`config.mk`:
```
export PLATFORM = sky130hd
export DESIGN_NAME = stsr_top
export DESIGN_NICKNAME = d
export VERILOG_FILES = /design/src/logic/stsr_pkg.sv /design/src/logic/stsr_sync_if.sv /design/src/logic/stsr_sync.sv /design/src/logic/stsr_top.sv
export SDC_FILE = /design/constraint.sdc
export NUM_CORES = 1
export LEC_CHECK = 0
export BUFFER_PORTS_ARGS = -buffer_cell sky130_fd_sc_hd__buf_2
export CORE_ASPECT_RATIO = 1.2
export CORE_MARGIN = 2
export CORE_UTILIZATION = 50
export CTS_BUF_LIST = sky130_fd_sc_hd__clkbuf_8
export CTS_CLUSTER_SIZE = 40
export DETAILED_ROUTE_END_ITERATION = 12
export HOLD_SLACK_MARGIN = 0.08
export PLACE_DENSITY = 0.73
export SKIP_CTS_REPAIR_TIMING = 1
export SLEW_MARGIN = 20
export SYNTH_ARGS = -nofsm -noshare
export SYNTH_HDL_FRONTEND = slang
export SYNTH_HIERARCHICAL = 1
export SYNTH_SLANG_ARGS = --single-unit
```
`constraint.sdc`:
```
create_clock -name CLK_SYS -period 3.4 [get_ports CLK_SYS]
set_input_delay 0.17 -clock CLK_SYS [delete_from_list [all_inputs] [get_ports CLK_SYS]]
set_output_delay 0.17 -clock CLK_SYS [all_outputs]
set_load 0.05 [all_outputs]
```
`src/logic/stsr_pkg.sv`:
```
/*
 * Package for the status byte and service request block: status byte field
 * positions, mask layout, reset values and the serial poll state encoding.
 * Assumes a single system clock and an active low asynchronous reset.
 */
package stsr_pkg;

    // ========================================================================
    // Widths
    // ========================================================================
    localparam int STSR_BYTE_W = 8;
    localparam int STSR_COND_W = 6;
    localparam int STSR_MASK_USED_W = 5;
    localparam int STSR_SYNC_W = 9;

    // ========================================================================
    // Status byte bit positions
    // ========================================================================
    localparam int STSR_BIT_DATA_READY = 0;
    localparam int STSR_BIT_MEAS_DONE = 1;
    localparam int STSR_BIT_ERROR = 2;
    localparam int STSR_BIT_LEVEL = 3;
    localparam int STSR_BIT_LOCAL = 4;
    localparam int STSR_BIT_POWER_ON = 5;
    localparam int STSR_BIT_RQS = 6;
    localparam int STSR_BIT_UNUSED = 7;

    // ========================================================================
    // Synchroniser input lanes
    // ========================================================================
    localparam int STSR_SYN_DATA_READY = 0;
    localparam int STSR_SYN_MEAS_DONE = 1;
    localparam int STSR_SYN_ERROR = 2;
    localparam int STSR_SYN_LEVEL = 3;
    localparam int STSR_SYN_LOCAL = 4;
    localparam int STSR_SYN_SELF_CHECK = 5;
    localparam int STSR_SYN_OVERFLOW = 6;
    localparam int STSR_SYN_NO_ACQUIRE = 7;
    localparam int STSR_SYN_LISTEN = 8;

    // ========================================================================
    // Reset values
    // ========================================================================
    localparam logic [7:0] STSR_MASK_RESET = 8'h00;
    localparam logic [7:0] STSR_BYTE_RESET = 8'h00;
    localparam logic [8:0] STSR_SYNC_RESET = 9'h000;

    // ========================================================================
    // Serial poll sequencing
    // ========================================================================
    typedef enum logic [1:0] {
        STSR_POLL_IDLE   = 2'b00,
        STSR_POLL_ANSWER = 2'b01,
        STSR_POLL_HOLD   = 2'b10
    } stsr_poll_type;

endpackage

```
`src/logic/stsr_sync_if.sv`:
```
/*
 * Interface carrying raw asynchronous condition levels into the
 * synchroniser and the cleaned levels back out.
 * Assumes both ends run on the system clock.
 */
`timescale 1ns/1ps

interface stsr_sync_if #(
    parameter int W = 9
);
    logic [W-1:0] raw;
    logic [W-1:0] clean;

    modport sync_side (
        input  raw,
        output clean
    );

    modport user_side (
        output raw,
        input  clean
    );
endinterface

```
`src/logic/stsr_sync.sv`:
```
/*
 * Three flip-flop synchroniser bank; a lane's clean level changes only
 * once the second and third stages agree.
 * Assumes raw inputs are asynchronous to the system clock.
 */
`timescale 1ns/1ps

module stsr_sync #(
    parameter int W = 9
) (
    input  wire logic         clk,
    input  wire logic         rst_n,
    stsr_sync_if.sync_side    sif
);
    import stsr_pkg::*;

    // ========================================================================
    // Per lane stages
    // ========================================================================
    genvar g;
    generate
        for (g = 0; g < W; g++) begin : g_lane
            logic s1_r;
            logic s2_r;
            logic s3_r;
            logic clean_r;

            // First stage feeds only the second
            always_ff @(posedge clk or negedge rst_n) begin
                if (!rst_n) begin
                    s1_r <= 1'b0;
                    s2_r <= 1'b0;
                    s3_r <= 1'b0;
                end else begin
                    s1_r <= sif.raw[g];
                    s2_r <= s1_r;
                    s3_r <= s2_r;
                end
            end

            // Agreement filter rejects single-stage glitches
            always_ff @(posedge clk or negedge rst_n) begin
                if (!rst_n) begin
                    clean_r <= 1'b0;
                end else if (s2_r == s3_r) begin
                    clean_r <= s3_r;
                end
            end

            assign sif.clean[g] = clean_r;
        end
    endgenerate

endmodule

```
`src/logic/stsr_top.sv`:
```
/*
 * Status byte and service request logic of the counter's bus port:
 * condition flags, request enable mask, rising edge request detection,
 * request summary bit, serial poll answer and front panel indicators.
 * Assumes command parsing delivers the mask command and poll strobes on
 * this clock, and that condition levels arrive from asynchronous logic.
 */
`timescale 1ns/1ps

module stsr_top (
    input  wire logic                        CLK_SYS,
    input  wire logic                        RST_N,
    input  wire logic                        SELF_CHECK_DONE,
    input  wire logic                        FRONT_PANEL_CONTROL,
    input  wire logic                        INPUT_LEVEL_COND,
    input  wire logic                        ERROR_COND,
    input  wire logic                        MEAS_COMPLETE,
    input  wire logic                        DATA_READY,
    input  wire logic                        OUTPUT_OVERFLOW,
    input  wire logic                        NO_ACQUIRE,
    input  wire logic                        ADDRESSED_LISTEN,
    input  wire logic                        ADDRESSED_TALK,
    input  wire logic                        REQUEST_ENABLE_COMMAND,
    input  wire logic [stsr_pkg::STSR_BYTE_W-1:0] REQUEST_ENABLE_VALUE,
    input  wire logic                        POLL_REQ,
    input  wire logic                        POLL_ACK,
    output logic                             POLL_VALID,
    output logic [stsr_pkg::STSR_BYTE_W-1:0] CONDITION_SUMMARY_BYTE,
    output logic                             SERVICE_REQUEST,
    output logic                             BUS_CONTROL_INDICATOR,
    output logic                             ADDRESSED_LISTENER_INDICATOR,
    output logic                             ADDRESSED_TALKER_INDICATOR,
    output logic                             REQUEST_INDICATOR
);
    import stsr_pkg::*;

    // ========================================================================
    // Declarations
    // ========================================================================
    logic [STSR_BYTE_W-1:0]      request_enable_mask_r;
    logic                        power_on_r;
    logic [STSR_COND_W-1:0]      cond;
    logic [STSR_MASK_USED_W-1:0] prev_r;
    logic [STSR_MASK_USED_W-1:0] rise;
    logic [STSR_MASK_USED_W-1:0] enabled_rise;
    logic [STSR_MASK_USED_W-1:0] enabled_level;
    logic                        data_ready_blocked;
    logic                        request_event;
    logic                        request_summary_bit_r;
    logic                        request_summary_bit_nxt;
    logic                        poll_returned;
    logic [STSR_BYTE_W-1:0]      live_byte;
    logic [STSR_BYTE_W-1:0]      answer_r;
    logic                        talk_r;
    stsr_poll_type               poll_r;
    stsr_poll_type               poll_nxt;

    stsr_sync_if #(.W(STSR_SYNC_W)) sif ();

    // ========================================================================
    // Input synchronisation
    // ========================================================================
    assign sif.raw[STSR_SYN_DATA_READY]  = DATA_READY;
    assign sif.raw[STSR_SYN_MEAS_DONE]   = MEAS_COMPLETE;
    assign sif.raw[STSR_SYN_ERROR]       = ERROR_COND;
    assign sif.raw[STSR_SYN_LEVEL]       = INPUT_LEVEL_COND;
    assign sif.raw[STSR_SYN_LOCAL]       = FRONT_PANEL_CONTROL;
    assign sif.raw[STSR_SYN_SELF_CHECK]  = SELF_CHECK_DONE;
    assign sif.raw[STSR_SYN_OVERFLOW]    = OUTPUT_OVERFLOW;
    assign sif.raw[STSR_SYN_NO_ACQUIRE]  = NO_ACQUIRE;
    assign sif.raw[STSR_SYN_LISTEN]      = ADDRESSED_LISTEN;

    stsr_sync #(
        .W(STSR_SYNC_W)
    ) u_sync (
        .clk   (CLK_SYS),
        .rst_n (RST_N),
        .sif   (sif.sync_side)
    );

    // ========================================================================
    // Request enable mask
    // ========================================================================
    // Load binary mask value
    always_ff @(posedge CLK_SYS or negedge RST_N) begin
        if (!RST_N) begin
            request_enable_mask_r <= STSR_MASK_RESET;
        end else if (REQUEST_ENABLE_COMMAND) begin
            request_enable_mask_r <= REQUEST_ENABLE_VALUE;
        end
    end

    // ========================================================================
    // Condition flags
    // ========================================================================
    // Power-on after self check
    always_ff @(posedge CLK_SYS or negedge RST_N) begin
        if (!RST_N) begin
            power_on_r <= 1'b0;
        end else if (sif.clean[STSR_SYN_SELF_CHECK]) begin
            power_on_r <= 1'b1;
        end
    end

    always_comb begin
        cond = '0;
        cond[STSR_BIT_DATA_READY] = sif.clean[STSR_SYN_DATA_READY];
        cond[STSR_BIT_MEAS_DONE]  = sif.clean[STSR_SYN_MEAS_DONE];
        cond[STSR_BIT_ERROR]      = sif.clean[STSR_SYN_ERROR];
        cond[STSR_BIT_LEVEL]      = sif.clean[STSR_SYN_LEVEL];
        cond[STSR_BIT_LOCAL]      = sif.clean[STSR_SYN_LOCAL];
        cond[STSR_BIT_POWER_ON]   = power_on_r;
    end

    // ========================================================================
    // Rising edge detection
    // ========================================================================
    // Previous levels track only the maskable conditions
    always_ff @(posedge CLK_SYS or negedge RST_N) begin
        if (!RST_N) begin
            prev_r <= '0;
        end else begin
            prev_r <= cond[STSR_MASK_USED_W-1:0];
        end
    end

    assign rise = cond[STSR_MASK_USED_W-1:0] & ~prev_r;

    assign data_ready_blocked = sif.clean[STSR_SYN_OVERFLOW] |
                                sif.clean[STSR_SYN_NO_ACQUIRE];

    always_comb begin
        enabled_rise = rise & request_enable_mask_r[STSR_MASK_USED_W-1:0];
        enabled_level = cond[STSR_MASK_USED_W-1:0] &
                        request_enable_mask_r[STSR_MASK_USED_W-1:0];
        if (data_ready_blocked) begin
            enabled_rise[STSR_BIT_DATA_READY] = 1'b0;
        end
    end

    assign request_event = |enabled_rise;

    // ========================================================================
    // Request summary bit and service request
    // ========================================================================
    // Summary set with request
    // Cleared by returned poll or when no enabled condition level is set
    // A new rise in the poll's own cycle wins, so no request is lost
    always_comb begin
        request_summary_bit_nxt = request_summary_bit_r;
        if (poll_returned || (enabled_level == '0)) begin
            request_summary_bit_nxt = 1'b0;
        end
        if (request_event) begin
            request_summary_bit_nxt = 1'b1;
        end
    end

    always_ff @(posedge CLK_SYS or negedge RST_N) begin
        if (!RST_N) begin
            request_summary_bit_r <= 1'b0;
        end else begin
            request_summary_bit_r <= request_summary_bit_nxt;
        end
    end

    // ========================================================================
    // Status byte
    // ========================================================================
    // Top bit always zero
    always_comb begin
        live_byte = STSR_BYTE_RESET;
        live_byte[STSR_COND_W-1:0] = cond;
        live_byte[STSR_BIT_RQS] = request_summary_bit_r;
        live_byte[STSR_BIT_UNUSED] = 1'b0;
    end

    // ========================================================================
    // Serial poll answer
    // ========================================================================
    // Poll taken only in the idle state
    always_comb begin
        poll_nxt = poll_r;
        case (poll_r)
            STSR_POLL_IDLE: begin
                if (POLL_REQ) begin
                    poll_nxt = STSR_POLL_ANSWER;
                end
            end
            STSR_POLL_ANSWER: begin
                poll_nxt = STSR_POLL_HOLD;
            end
            STSR_POLL_HOLD: begin
                if (POLL_ACK) begin
                    poll_nxt = STSR_POLL_IDLE;
                end
            end
            default: begin
                poll_nxt = STSR_POLL_IDLE;
            end
        endcase
    end

    always_ff @(posedge CLK_SYS or negedge RST_N) begin
        if (!RST_N) begin
            poll_r <= STSR_POLL_IDLE;
        end else begin
            poll_r <= poll_nxt;
        end
    end

    // Snapshot keeps the byte stable while the controller reads it
    always_ff @(posedge CLK_SYS or negedge RST_N) begin
        if (!RST_N) begin
            answer_r <= STSR_BYTE_RESET;
        end else if ((poll_r == STSR_POLL_IDLE) && POLL_REQ) begin
            answer_r <= live_byte;
        end
    end

    // A poll releases the request only after the controller has the byte
    assign poll_returned = (poll_r == STSR_POLL_HOLD) && POLL_ACK;

    assign POLL_VALID = (poll_r == STSR_POLL_HOLD);
    assign CONDITION_SUMMARY_BYTE = answer_r;

    // ========================================================================
    // Indicators
    // ========================================================================
    // Talk state comes from same-clock bus logic, so no synchroniser
    always_ff @(posedge CLK_SYS or negedge RST_N) begin
        if (!RST_N) begin
            talk_r <= 1'b0;
        end else begin
            talk_r <= ADDRESSED_TALK;
        end
    end

    assign BUS_CONTROL_INDICATOR = ~sif.clean[STSR_SYN_LOCAL];
    assign REQUEST_INDICATOR = request_summary_bit_r;
    assign SERVICE_REQUEST = request_summary_bit_r;

    assign ADDRESSED_LISTENER_INDICATOR = sif.clean[STSR_SYN_LISTEN];
    assign ADDRESSED_TALKER_INDICATOR = talk_r;

endmodule

```
# Word-level counts from Yosys, hierarchy flattened
# Index checks and enable logic that the tools add are counted.
[word_totals]
ff_bits = 58
latchBits = 0
mem_bits_rw = 0
romBits = 0
output_inout_bits = 14
memories = 0
[classes]
n_addsub = 0
mul = 0
div = 0
n_lt_le_gt_ge = 0
n_eq_ne = 13
shifts = 0
n_mux = 6
bitwise_logic = 6
reduce_logical = 8
[op_table]
columns = ["op", "n"]
rows = [
  ["$and 5x5->5", 3],
  ["$eq 1x1->1", 9],
  ["$pmux 2 s3", 1],
  ["$logic_not 5->1", 1],
  ["$not 5->5", 1],
  ["$reduce_or 5->1", 1],
  ["$mux 2", 2],
  ["$ne 2x2->1 const B", 2],
  ["$mux 1", 3],
  ["$eq 2x1->1 const B", 1],
  ["$eq 2x2->1 const B", 1],
  ["$logic_and 1x1->1", 2],
  ["$logic_not 2->1", 1],
  ["$reduce_and 2->1", 1],
  ["$reduce_bool 2->1", 1],
  ["$logic_or 1x1->1", 1],
  ["$not 1->1", 1],
  ["$or 1x1->1", 1],
]

# Depth between registers and ports, before layout
# Gate-level depths: netlist of the first run.
[depth]
word_depth = 6
mapped_depth = 4
ltp_nobuf = 3

# Cells and area by module
# Netlist of the first run, hierarchy kept.
[by_module_without_submodules]
columns = ["mod", "instances", "cells_each", "area_each_um2", "seq_area_each_um2"]
rows = [
  ["stsr_sync", 1, 54, 1069.8, 900.9],
  ["stsr_top", 1, 57, 863.3, 550.5],
]

# Least setup slack after synthesis of the first run
# OpenSTA, ideal clock, no wires.
[synth_timing]
kind = "flip-flop to flip-flop"
start = "register u_sync.g_lane[1].clean_r"
end = "register request_summary_bit_r, in the netlist REQUEST_INDICATOR"
setup_ns = 0.139
t_arrival_ns = 1.265
required_time_ns = 3.261
slack_ns = 1.997
path_stages_with_launch = 5
period_less_slack_ns = 1.403
path_cell_list = "dfrtp_1 > buf_4 > a222oi_1 > a211oi_1 > or4_1"
[synth_via]
elab_chain_len = 4
[synth_rtl]
columns = ["item", "line", "source"]
rows = [
  ["start: declaration", "stsr_sync.sv:26", "logic clean_r;"],
  ["start signal: assignment", "stsr_sync.sv:46", "clean_r <= s3_r;"],
  ["$and 5x5->5 (on tied branches)", "stsr_top.sv:127, stsr_top.sv:134", ""],
  ["$and 5x5->5 / $logic_not 5->1 (equally long branches)", "stsr_top.sv:133, stsr_top.sv:151", ""],
  ["$reduce_or 5->1 / $logic_or 1x1->1 (equally long branches)", "stsr_top.sv:141, stsr_top.sv:151", ""],
  ["$mux 1 / $reduce_bool 2->1 (equally long branches)", "-", ""],
  ["end signal: assignment", "stsr_top.sv:163", "request_summary_bit_r <= request_summary_bit_nxt;"],
  ["end: declaration", "stsr_top.sv:49", "logic request_summary_bit_r;"],
]
# Parallel ways exist; a longest one is shown, timed or not.
# A chain may end at the register's enable or synchronous reset.

# Worst setup path in the final report of the first run
# Ends and elaborated chain as after synthesis.

==> results.tsv, run 1 <==
stage	metric	value	unit
sta	Slew Limit Fails	0	
drt	top sig layer	met4	
synthesis	Distinct cells, synth	20	
pwr	switch share	0.292	
synthesis	synth cell count leaders	dfrtp_1 (58), buf_4 (11), maj3_2 (9)	
setup_path	Data arrival, critical path	1.61	ns
placed_design	Post-DP HPWL	1.78	mm
setup_path	Setup CP Type	reg2reg	
synthesis	biggest area consumer among synthesized cells	dfrtp_1	
clock_tree	Root Driver	clkbuf_8	
drt	drt drc	0	
die	I/O Pins	37	
job	Max-Cap Viols	0	
sta	final period utilization	0.419	
synthesis	async set-reset flop share out of synthesis	1.00	
placed_design	placed insts	185	
sta	final setup fails	0	
die	DIE HEIGHT	72.1	um
die	overall die width	60.8	um
sta	Tmin final	1.42	ns
placed_design	Routability Congestion	0.760	
setup_path	WP data required	3.59	ns
clock_tree	CTS tree	done	
drt	vias per inst	4.71	
global_routing	GRT Util Overall	0.149	
sta	setup TNS	0	ns
die	Starting Density	0.528	
layout	nets	182	
global_routing	first-pass GRT wire length	4.58	mm
global_routing	number of global-route vias before repair	1048	
synthesis	cell area after synthesis	1930	um2
pwr	internal power	1370	uW
pwr	part of the power in the clock network	0.345	
sta	fmax	702	MHz
layout	fin cells	215	
setup_path	critical path launch point type	flip-flop	
synthesis	dominant cells by area after synthesis	dfrtp_1 (75%), mux2_4 (5.4%), maj3_2 (5.2%)	
synthesis	EDFF count, synth	0	
synthesis	sequential fraction of the synthesis area	0.751	
synthesis	Synth Area per Inst	17.4	um2
drt	DR WL/cell	12.6	um
hold_path	HP Start	REQUEST_ENABLE_VALUE[3]	
synthesis	most frequent cell after synthesis	dfrtp_1	
clock_tree	CTS Buffer Depth	2	
layout	Final Util	0.670	
pwr	net switching power figure	565	uW
setup_path	critical path endpoint category	flip-flop	
global_routing	Remaining Overflow, GRT	0	
drt	final wirelength	2.71	mm
sta	worst slew pin tran	0.683	ns
global_routing	largest net degree at the start of global routing	59	
synthesis	Ys Warns	6	
layout	share of cells above drive strength 1	0.411	
setup_path	Critical Path Source	u_sync/g_lane[1].clean_r	
clock_tree	clk sinks	58	
die	FP Rows	24	
hold_path	worst min path class	in2reg	
global_routing	initial antenna violation count	0	
drt	Starting DRT DRC Count	30	
setup_path	r2r worst-path depth	3	
drt	DR WL met2	1.39	mm
sta	RSZ-0062 raised after global routing	false	
setup_path	critical-path maximum fanout	5	
pwr	Flop pwr share	0.436	
drt	WL met3	176	um
drt	met1 WL	1.13	mm
synthesis	post-synthesis cell count	111	
synthesis	Post-Syn Nets	134	
sta	final hold vios	0	
pwr	Gate power share	0.219	
die	core area	3660	um2
clock_tree	H-tree Lvls	3	
drt	routed vias	1012	
synthesis	Main synth FF type	dfrtp_1	
layout	Antenna diodes	0	
drt	Post-DRT Antenna Nets	0	
sta	Clock Skew	0.00393	ns
clock_tree	clk slew on worst S/H paths	0.06	ns
pwr	VDD IR max	0.448	mV
setup_path	Critical R2R Launch	u_sync/g_lane[1].clean_r	
outcome	status	finished clean	
sta	Max-slew headroom	0.545	
pwr	Overall Power	1930	uW
layout	Area Growth Syn to Fin	27.1	%
hold_path	hold depth	2	
synthesis	Yosys reg bits	58	
synthesis	area share of the largest cell type after synthesis	0.751	
pwr	Power Dens Cells	787	nW/um2
die	die area	4380	um2
clock_tree	worst skew pair latency	0.32	ns
clock_tree	total CTS buffers	9	
pwr	leakage	0.00114	uW
placed_design	PortBufs	32	
drt	1st-pass router iterations	4	
critical path, cell delays in order, from the launching register on:
cell      delay [ns]
dfrtp_1         0.43
a222oi_1        0.36
a211oi_1        0.12
or4_1           0.39
metal layers:
layer  vias up  track usage
met4         0       0.0725
met5         -            0
met1       513        0.178
met2        36        0.223
met3         2       0.0749
li1        461            -
cell type report:
cell class / count / area, um2
Timing Repair Buffer: 48 / 318
Fill cell: 261 / 1210
Tap cell: 52 / 65.1
Clock buffer: 14 / 193
Clock inverter: 1 / 30.0
Inverter: 2 / 7.51
Sequential cell: 58 / 1450
Multi-Input combinational cell: 40 / 392
cell families after synthesis:
family	after synthesis	synth area share
AND/OR/NAND/NOR	12	0.0395
flip-flops	58	0.751
multiplexers	13	0.0893
adder cells (fa/ha/maj)	9	0.0524
other	1	0.00194
AO/OA/AOI/OAI	5	0.0194
buffers and inverters	13	0.0466
stage by stage:
step / worst slack, ns / hold WS [ns] / instance area [um2]
2_1_floorplan: 2.00 / -0.126 / 1930
3_3_place_gp: 1.99 / 0.278 / 2080
3_5_place_dp: 1.96 / 0.279 / 2080
5_1_grt: 1.86 / 0.0814 / 2460
4_1_cts: 1.95 / -0.0612 / 2310
6_report: 1.98 / 0.0844 / 2460
final timing paths:
path | slack (ns) | end
setup / recovery | 1.98 | REQUEST_INDICATOR
hold / removal | 0.08 | request_enable_mask_r[3]
setup reg to reg | 1.98 | REQUEST_INDICATOR
hold reg to reg | 0.35 | u_sync/g_lane[2].s2_r
max in group asynchronous | 2.43 | u_sync/g_lane[2].s2_r
min in group asynchronous | 0.51 | u_sync/g_lane[6].s2_r
sequential cells by signal, summed over array words and instances (netlist names):
signal                      count
prev_r                          5
ADDRESSED_TALKER_INDICATOR      1
u_sync/g_lane.s3_r              9
u_sync/g_lane.clean_r           9
request_enable_mask_r           5
u_sync/g_lane.s2_r              9
poll_r                          2
u_sync/g_lane.s1_r              9
power_on_r                      1
CONDITION_SUMMARY_BYTE          7
REQUEST_INDICATOR               1
layout by cell type, fill, tap and decap left out:
cell,Yosys,layout
mux2_1,4,4
a211oi_1,1,1
buf_2,0,32
dfrtp_1,58,58
nor2_1,1,1
clkbuf_8,0,14
o22ai_1,2,2
a22oi_1,1,1
mux2_2,2,2
buf_4,11,1
or2_1,1,1
nor4_1,1,1
nor3b_4,1,1
and3b_1,1,1
a222oi_1,1,1
dlygate4sd3_1,0,15
bufinv_16,0,1
nor2b_1,1,1
inv_1,2,2
maj3_2,9,9
conb_1,1,1
nand2_1,5,5
mux2_4,7,7
or4_1,1,1
power groups by stage:
stage	combinational, uW	clock, uW	sequential (uW)
after global placement	409	0	849
after global routing	448	720	858
after CTS	415	685	845
after detailed placement	414	0	856
after floorplan	199	0	985
final	424	667	843
Power figures use the tool's default switching activity.
==> run 2: changes to the inputs <==
==> constraint.sdc (replaced) <==
create_clock -name CLK_SYS -period 1.4 [get_ports CLK_SYS]
set_input_delay 0.07 -clock CLK_SYS [delete_from_list [all_inputs] [get_ports CLK_SYS]]
set_output_delay 0.07 -clock CLK_SYS [all_outputs]
set_load 0.05 [all_outputs]
==> run 2 against run 1 <==
Total power increased by 130%. Highest routed layer unchanged. Clock power increased by 92%. Non-clock buffer count increased by 6.
==> results.tsv, run 2 (synthesis results as in run 1) <==
stage	metric	value	unit
layout	nets	188	
clock_tree	total CTS buffers	9	
setup_path	Critical-path top delay cell	dlygate4sd3_1	
setup_path	critical-path cell list	dlygate4sd3_1, buf_2, mux2_1, dlygate4sd3_1	
layout	Area Growth Syn to Fin	27.7	%
sta	Slew Limit Fails	0	
layout	area occupied by multi-input gates	392	um2
global_routing	Remaining Overflow, GRT	0	
layout	share of cells above drive strength 1	0.418	
setup_path	most frequent CP cell	dlygate4sd3_1	
layout	commonest non-fill, non-tap cells in the layout	dfrtp_1 (58), buf_2 (32), dlygate4sd3_1 (18)	
setup_path	r2r worst-path depth	2	
layout	Reg area	1450	um2
sta	setup TNS	0	ns
pwr	Flop pwr share	0.465	
sta	final hold vios	0	
sta	Clock Skew	0.00362	ns
drt	1st-pass router iterations	4	
clock_tree	CTS Buffer Depth	2	
layout	most common cell after layout, fill and taps aside	dfrtp_1	
sta	final setup fails	0	
sta	final period utilization	0.992	
pwr	Power Dens Cells	1780	nW/um2
clock_tree	CTS tree	done	
drt	final wirelength	2.81	mm
clock_tree	clk slew on worst S/H paths	0.06	ns
setup_path	WP data required	1.60	ns
global_routing	largest net degree at the start of global routing	59	
pwr	Overall Power	4390	uW
placed_design	PortBufs	32	
sta	fin worst setup slack	0.0112	ns
drt	drt drc	0	
pwr	part of the power in the clock network	0.291	
outcome	status	finished clean	
placed_design	Routability Congestion	0.692	
setup_path	critical path launch point type	input port	
setup_path	CP max stage delay	0.57	ns
sta	fmax	720	MHz
placed_design	pre-CTS setup slack	0.0143	ns
pwr	internal power	2970	uW
die	core area	3660	um2
global_routing	GRT Util Overall	0.150	
clock_tree	Root Driver	clkbuf_8	
drt	vias per inst	4.52	
setup_path	Critical R2R Launch	request_enable_mask_r[3]	
placed_design	Post-DP HPWL	1.81	mm
clock_tree	worst skew pair latency	0.32	ns
pwr	Gate power share	0.244	
global_routing	number of global-route vias before repair	962	
global_routing	first-pass GRT wire length	4.46	mm
die	DIE HEIGHT	72.1	um
layout	fill count	279	
die	die area	4380	um2
die	I/O Pins	37	
setup_path	critical-path maximum fanout	1	
sta	Tmin final	1.39	ns
global_routing	initial antenna violation count	0	
hold_path	worst min path class	in2reg	
drt	routed vias	1003	
hold_path	hold depth	2	
clock_tree	H-tree Lvls	3	
layout	Antenna diodes	0	
setup_path	critical path endpoint category	flip-flop	
pwr	switch share	0.324	
job	Max-Cap Viols	0	
pwr	VDD IR max	0.870	mV
die	FP Rows	24	
setup_path	Data arrival, critical path	1.59	ns
pwr	net switching power figure	1420	uW
die	overall die width	60.8	um
drt	DR WL/cell	12.7	um
die	Starting Density	0.528	
setup_path	Setup CP Type	in2reg	
clock_tree	clk sinks	58	
drt	Starting DRT DRC Count	30	
drt	Post-DRT Antenna Nets	0	
pwr	leakage	0.00115	uW
hold_path	HP Start	REQUEST_ENABLE_COMMAND	
setup_path	Critical Path Source	REQUEST_ENABLE_VALUE[3]	
sta	RSZ-0062 raised after global routing	true	
-- run 2: cell count changes in the layout (fill, tap and decap cells not counted) --
cell,delta
dlygate4sd3_1,+3
bufinv_16,-1
clkinv_2,+5
clkbuf_8,-4
buf_4,+2
buf_12,+1
clkinvlp_4,+1
-- run 2: final timing paths --
| path | end | slack, ns |
|---|---|---|
| min in group asynchronous | u_sync/g_lane[7].s1_r | 0.27 |
| max in group asynchronous | u_sync/g_lane[3].s3_r | 0.89 |
| worst min register to register | u_sync/g_lane[4].s2_r | 0.35 |
| worst max-delay path | request_enable_mask_r[3] | 0.01 |
| worst max register to register | request_enable_mask_r[3] | 0.02 |
| worst min-delay path | request_enable_mask_r[4] | 0.09 |
-- run 2: power groups by stage --
stage                     combinational (uW)  sequential [uW]  clock, uW
after floorplan                          484             2390          0
after global placement                  1020             2060          0
after detailed placement                1040             2080          0
after CTS                               1040             2050       1330
after global routing                    1130             2070       1420
final                                   1070             2040       1280
-- run 2: worst max-delay path, delay by kind of cell --
family	cells	cell delay, ns
buf+inv	3	1.23
mux	1	0.29
-- run 2: layout make-up --
| type | instances | area share |
|---|---|---|
| Clock buffer | 10 | 0.0558 |
| Clock inverter | 6 | 0.0132 |
| Inverter | 2 | 0.00304 |
| Multi-Input combinational cell | 40 | 0.159 |
| Sequential cell | 58 | 0.588 |
| Tap cell | 52 | 0.0264 |
| Timing Repair Buffer | 54 | 0.155 |
-- run 2: layer usage --
layer / GRT usage / vias up / wire [um]
met5: 0 / - / 0
met4: 0.116 / 0 / 47
met3: 0.0660 / 4 / 122
met1: 0.170 / 500 / 1240
met2: 0.217 / 26 / 1400
li1: - / 473 / -
-- run 2: metrics by stage --
step | instance area [um2] | utilization | hold slack, ns | instances
final | 2470 | 0.674 | 0.0896 | 222
after global routing | 2470 | 0.674 | 0.0825 | 222
after CTS | 2290 | 0.625 | -0.261 | 204
after detailed placement | 2120 | 0.578 | 0.0882 | 188
after global placement | 2120 | 0.578 | 0.0844 | 188
after floorplan | 1930 | - | -0.226 | 111
==> run 3: changes to the inputs <==
--- a/config.mk
+++ b/config.mk
@@ -5,6 +5,7 @@
 export SDC_FILE = /design/constraint.sdc
 export NUM_CORES = 1
 export LEC_CHECK = 0
+export ABC_AREA = 1
 export BUFFER_PORTS_ARGS = -buffer_cell sky130_fd_sc_hd__buf_2
 export CORE_ASPECT_RATIO = 1.2
 export CORE_MARGIN = 2
==> run 3 against run 2 <==
Highest routed layer unchanged. Synthesized cell count grew 50%. Die area is 1.7% higher. Non-clock buffer count shrank 3. Hold slack worse by 0.0072 ns. Clock skew hardly changed. Sequential cell count is the same. Sequential share of layout area fell by 1.4 points. Fmax grew 17%.
==> results.tsv, run 3 <==
stage	metric	value	unit
setup_path	Data arrival, critical path	1.12	ns
clock_tree	clk sinks	58	
drt	DR WL met2	1.53	mm
global_routing	largest net degree at the start of global routing	27	
sta	fmax	842	MHz
drt	Post-DRT Antenna Nets	0	
die	FP Rows	25	
drt	routed vias	1244	
clock_tree	clk slew on worst S/H paths	0.06	ns
pwr	Overall Power	4700	uW
clock_tree	Root Driver	clkbuf_8	
die	core area	3850	um2
clock_tree	H-tree Lvls	3	
hold_path	worst min path class	in2reg	
synthesis	cell area after synthesis	1970	um2
drt	1st-pass router iterations	4	
setup_path	WP data required	1.33	ns
drt	drt drc	0	
drt	vias per inst	4.51	
outcome	status	finished clean	
global_routing	number of global-route vias before repair	1170	
job	Max-Cap Viols	0	
pwr	Power Dens Cells	1860	nW/um2
synthesis	Ys Warns	6	
layout	Area Growth Syn to Fin	28.4	%
die	DIE HEIGHT	72.7	um
drt	WL met3	130	um
synthesis	Distinct cells, synth	14	
die	die area	4460	um2
die	Starting Density	0.512	
setup_path	critical path endpoint category	primary output	
sta	setup TNS	0	ns
sta	Tmin final	1.19	ns
pwr	net switching power figure	1510	uW
setup_path	critical-path cell list	nor2_2, buf_2	
drt	met1 WL	1.34	mm
synthesis	Synth Area per Inst	11.9	um2
sta	Clock Skew	0.00336	ns
sta	RSZ-0062 raised after global routing	false	
drt	Starting DRT DRC Count	23	
clock_tree	worst skew pair latency	0.32	ns
sta	final period utilization	0.848	
pwr	Flop pwr share	0.434	
drt	top sig layer	met4	
clock_tree	CTS Buffer Depth	2	
synthesis	Main synth FF type	dfrtp_1	
setup_path	CP max stage delay	0.41	ns
clock_tree	total CTS buffers	9	
placed_design	PortBufs	32	
die	overall die width	61.3	um
setup_path	critical-path maximum fanout	3	
pwr	internal power	3190	uW
global_routing	Remaining Overflow, GRT	0	
synthesis	most frequent cell after synthesis	dfrtp_1	
pwr	Gate power share	0.231	
synthesis	sequential fraction of the synthesis area	0.737	
drt	DR WL/cell	11.1	um
setup_path	Setup CP Type	reg2out	
clock_tree	CTS tree	done	
global_routing	GRT Util Overall	0.159	
synthesis	post-synthesis cell count	166	
pwr	part of the power in the clock network	0.335	
die	I/O Pins	37	
placed_design	Routability Congestion	0.761	
sta	Slew Limit Fails	0	
global_routing	initial antenna violation count	0	
layout	share of cells above drive strength 1	0.239	
sta	final setup fails	0	
layout	Antenna diodes	0	
synthesis	area share of the largest cell type after synthesis	0.737	
setup_path	critical path launch point type	flip-flop	
synthesis	EDFF count, synth	0	
synthesis	Yosys reg bits	58	
layout	most common cell after layout, fill and taps aside	dfrtp_1	
synthesis	dominant cells by area after synthesis	dfrtp_1 (74%), nand2_1 (7.8%), buf_4 (4.2%)	
pwr	leakage	0.00129	uW
sta	final hold vios	0	
pwr	switch share	0.321	
setup_path	Critical-path top delay cell	dfrtp_1	
synthesis	biggest area consumer among synthesized cells	dfrtp_1	
global_routing	first-pass GRT wire length	4.97	mm
drt	final wirelength	3.07	mm
pwr	VDD IR max	0.879	mV
placed_design	Post-DP HPWL	2.05	mm
layout	commonest non-fill, non-tap cells in the layout	dfrtp_1 (58), nand2_1 (41), buf_2 (32)	
synthesis	Post-Syn Nets	189	
layout	nets	240	
synthesis	synth cell count leaders	dfrtp_1 (58), nand2_1 (41), nor2_1 (20)	
synthesis	async set-reset flop share out of synthesis	1.00	
==> run 3: cell types whose count changed after synthesis, sizes merged, moves of 2 or more <==
cell / change
maj3: -9
nand2: +37
a21oi: +9
o21ai: +3
nor2: +21
inv: +12
mux2: -8
o22ai: -2
==> run 3: power groups by stage <==
stage	sequential [uW]	clock [uW]	combinational, uW
after floorplan	2420	0	468
after CTS	2040	1620	1060
after global placement	2050	0	1040
final	2040	1570	1090
after detailed placement	2070	0	1050
after global routing	2080	1700	1180
==> run 3: path summary, 6_finish.rpt <==
kind                                           from  slack (ns)  cells past startpoint                  endpoint
hold reg to reg               u_sync/g_lane[5].s1_r        0.35                      0     u_sync/g_lane[5].s2_r
min in group asynchronous                     RST_N        0.24                      2     u_sync/g_lane[2].s1_r
setup / recovery                          poll_r[0]        0.21                      2                POLL_VALID
setup reg to reg           u_sync/g_lane[1].clean_r        0.40                      6         REQUEST_INDICATOR
max in group asynchronous                     RST_N        0.61                      3     u_sync/g_lane[7].s1_r
hold / removal               REQUEST_ENABLE_COMMAND        0.08                      2  request_enable_mask_r[2]
==> run 3: final cells by class <==
type                            instances  area (um2)
Clock buffer                           13         179
Multi-Input combinational cell         83         379
Clock inverter                          3        37.5
Fill cell                             296        1320
Inverter                               14        55.1
Timing Repair Buffer                   51         358
Sequential cell                        58        1450
Tap cell                               54        67.6
==> run 3: routing by layer <==
| metal | global-route usage | vias to the layer above |
|---|---|---|
| met2 | 0.229 | 35 |
| met5 | 0 | - |
| met1 | 0.204 | 606 |
| li1 | - | 597 |
| met4 | 0.116 | 0 |
| met3 | 0.0408 | 6 |
==> run 3: cells by family after synthesis <==
family,Yosys count,synth area share
DFF,58,0.737
other,1,0.00191
AOI/OAI and AO/OA,12,0.0305
and+or+nand+nor,65,0.132
muxes,5,0.0286
buffers and inverters,25,0.0699
==> run 3: through the flow <==
| step | worst slack (ns) | hold WS, ns | area [um2] | instances | util |
|---|---|---|---|---|---|
| 6_report | 0.213 | 0.0824 | 2530 | 276 | 0.657 |
| 5_1_grt | 0.173 | 0.0909 | 2530 | 276 | 0.657 |
| 2_1_floorplan | 0.134 | -0.226 | 1970 | 166 | - |
| 3_3_place_gp | 0.470 | 0.0413 | 2140 | 243 | 0.556 |
| 3_5_place_dp | 0.427 | 0.0556 | 2140 | 243 | 0.556 |
| 4_1_cts | 0.190 | -0.291 | 2360 | 259 | 0.613 |
==> run 3: worst max-delay path, delay by kind of cell, from the launching register on <==
kind | cells | cell delay [ns]
flip-flops | 1 | 0.41
AND/OR/NAND/NOR | 1 | 0.13
buffers and inverters | 1 | 0.27
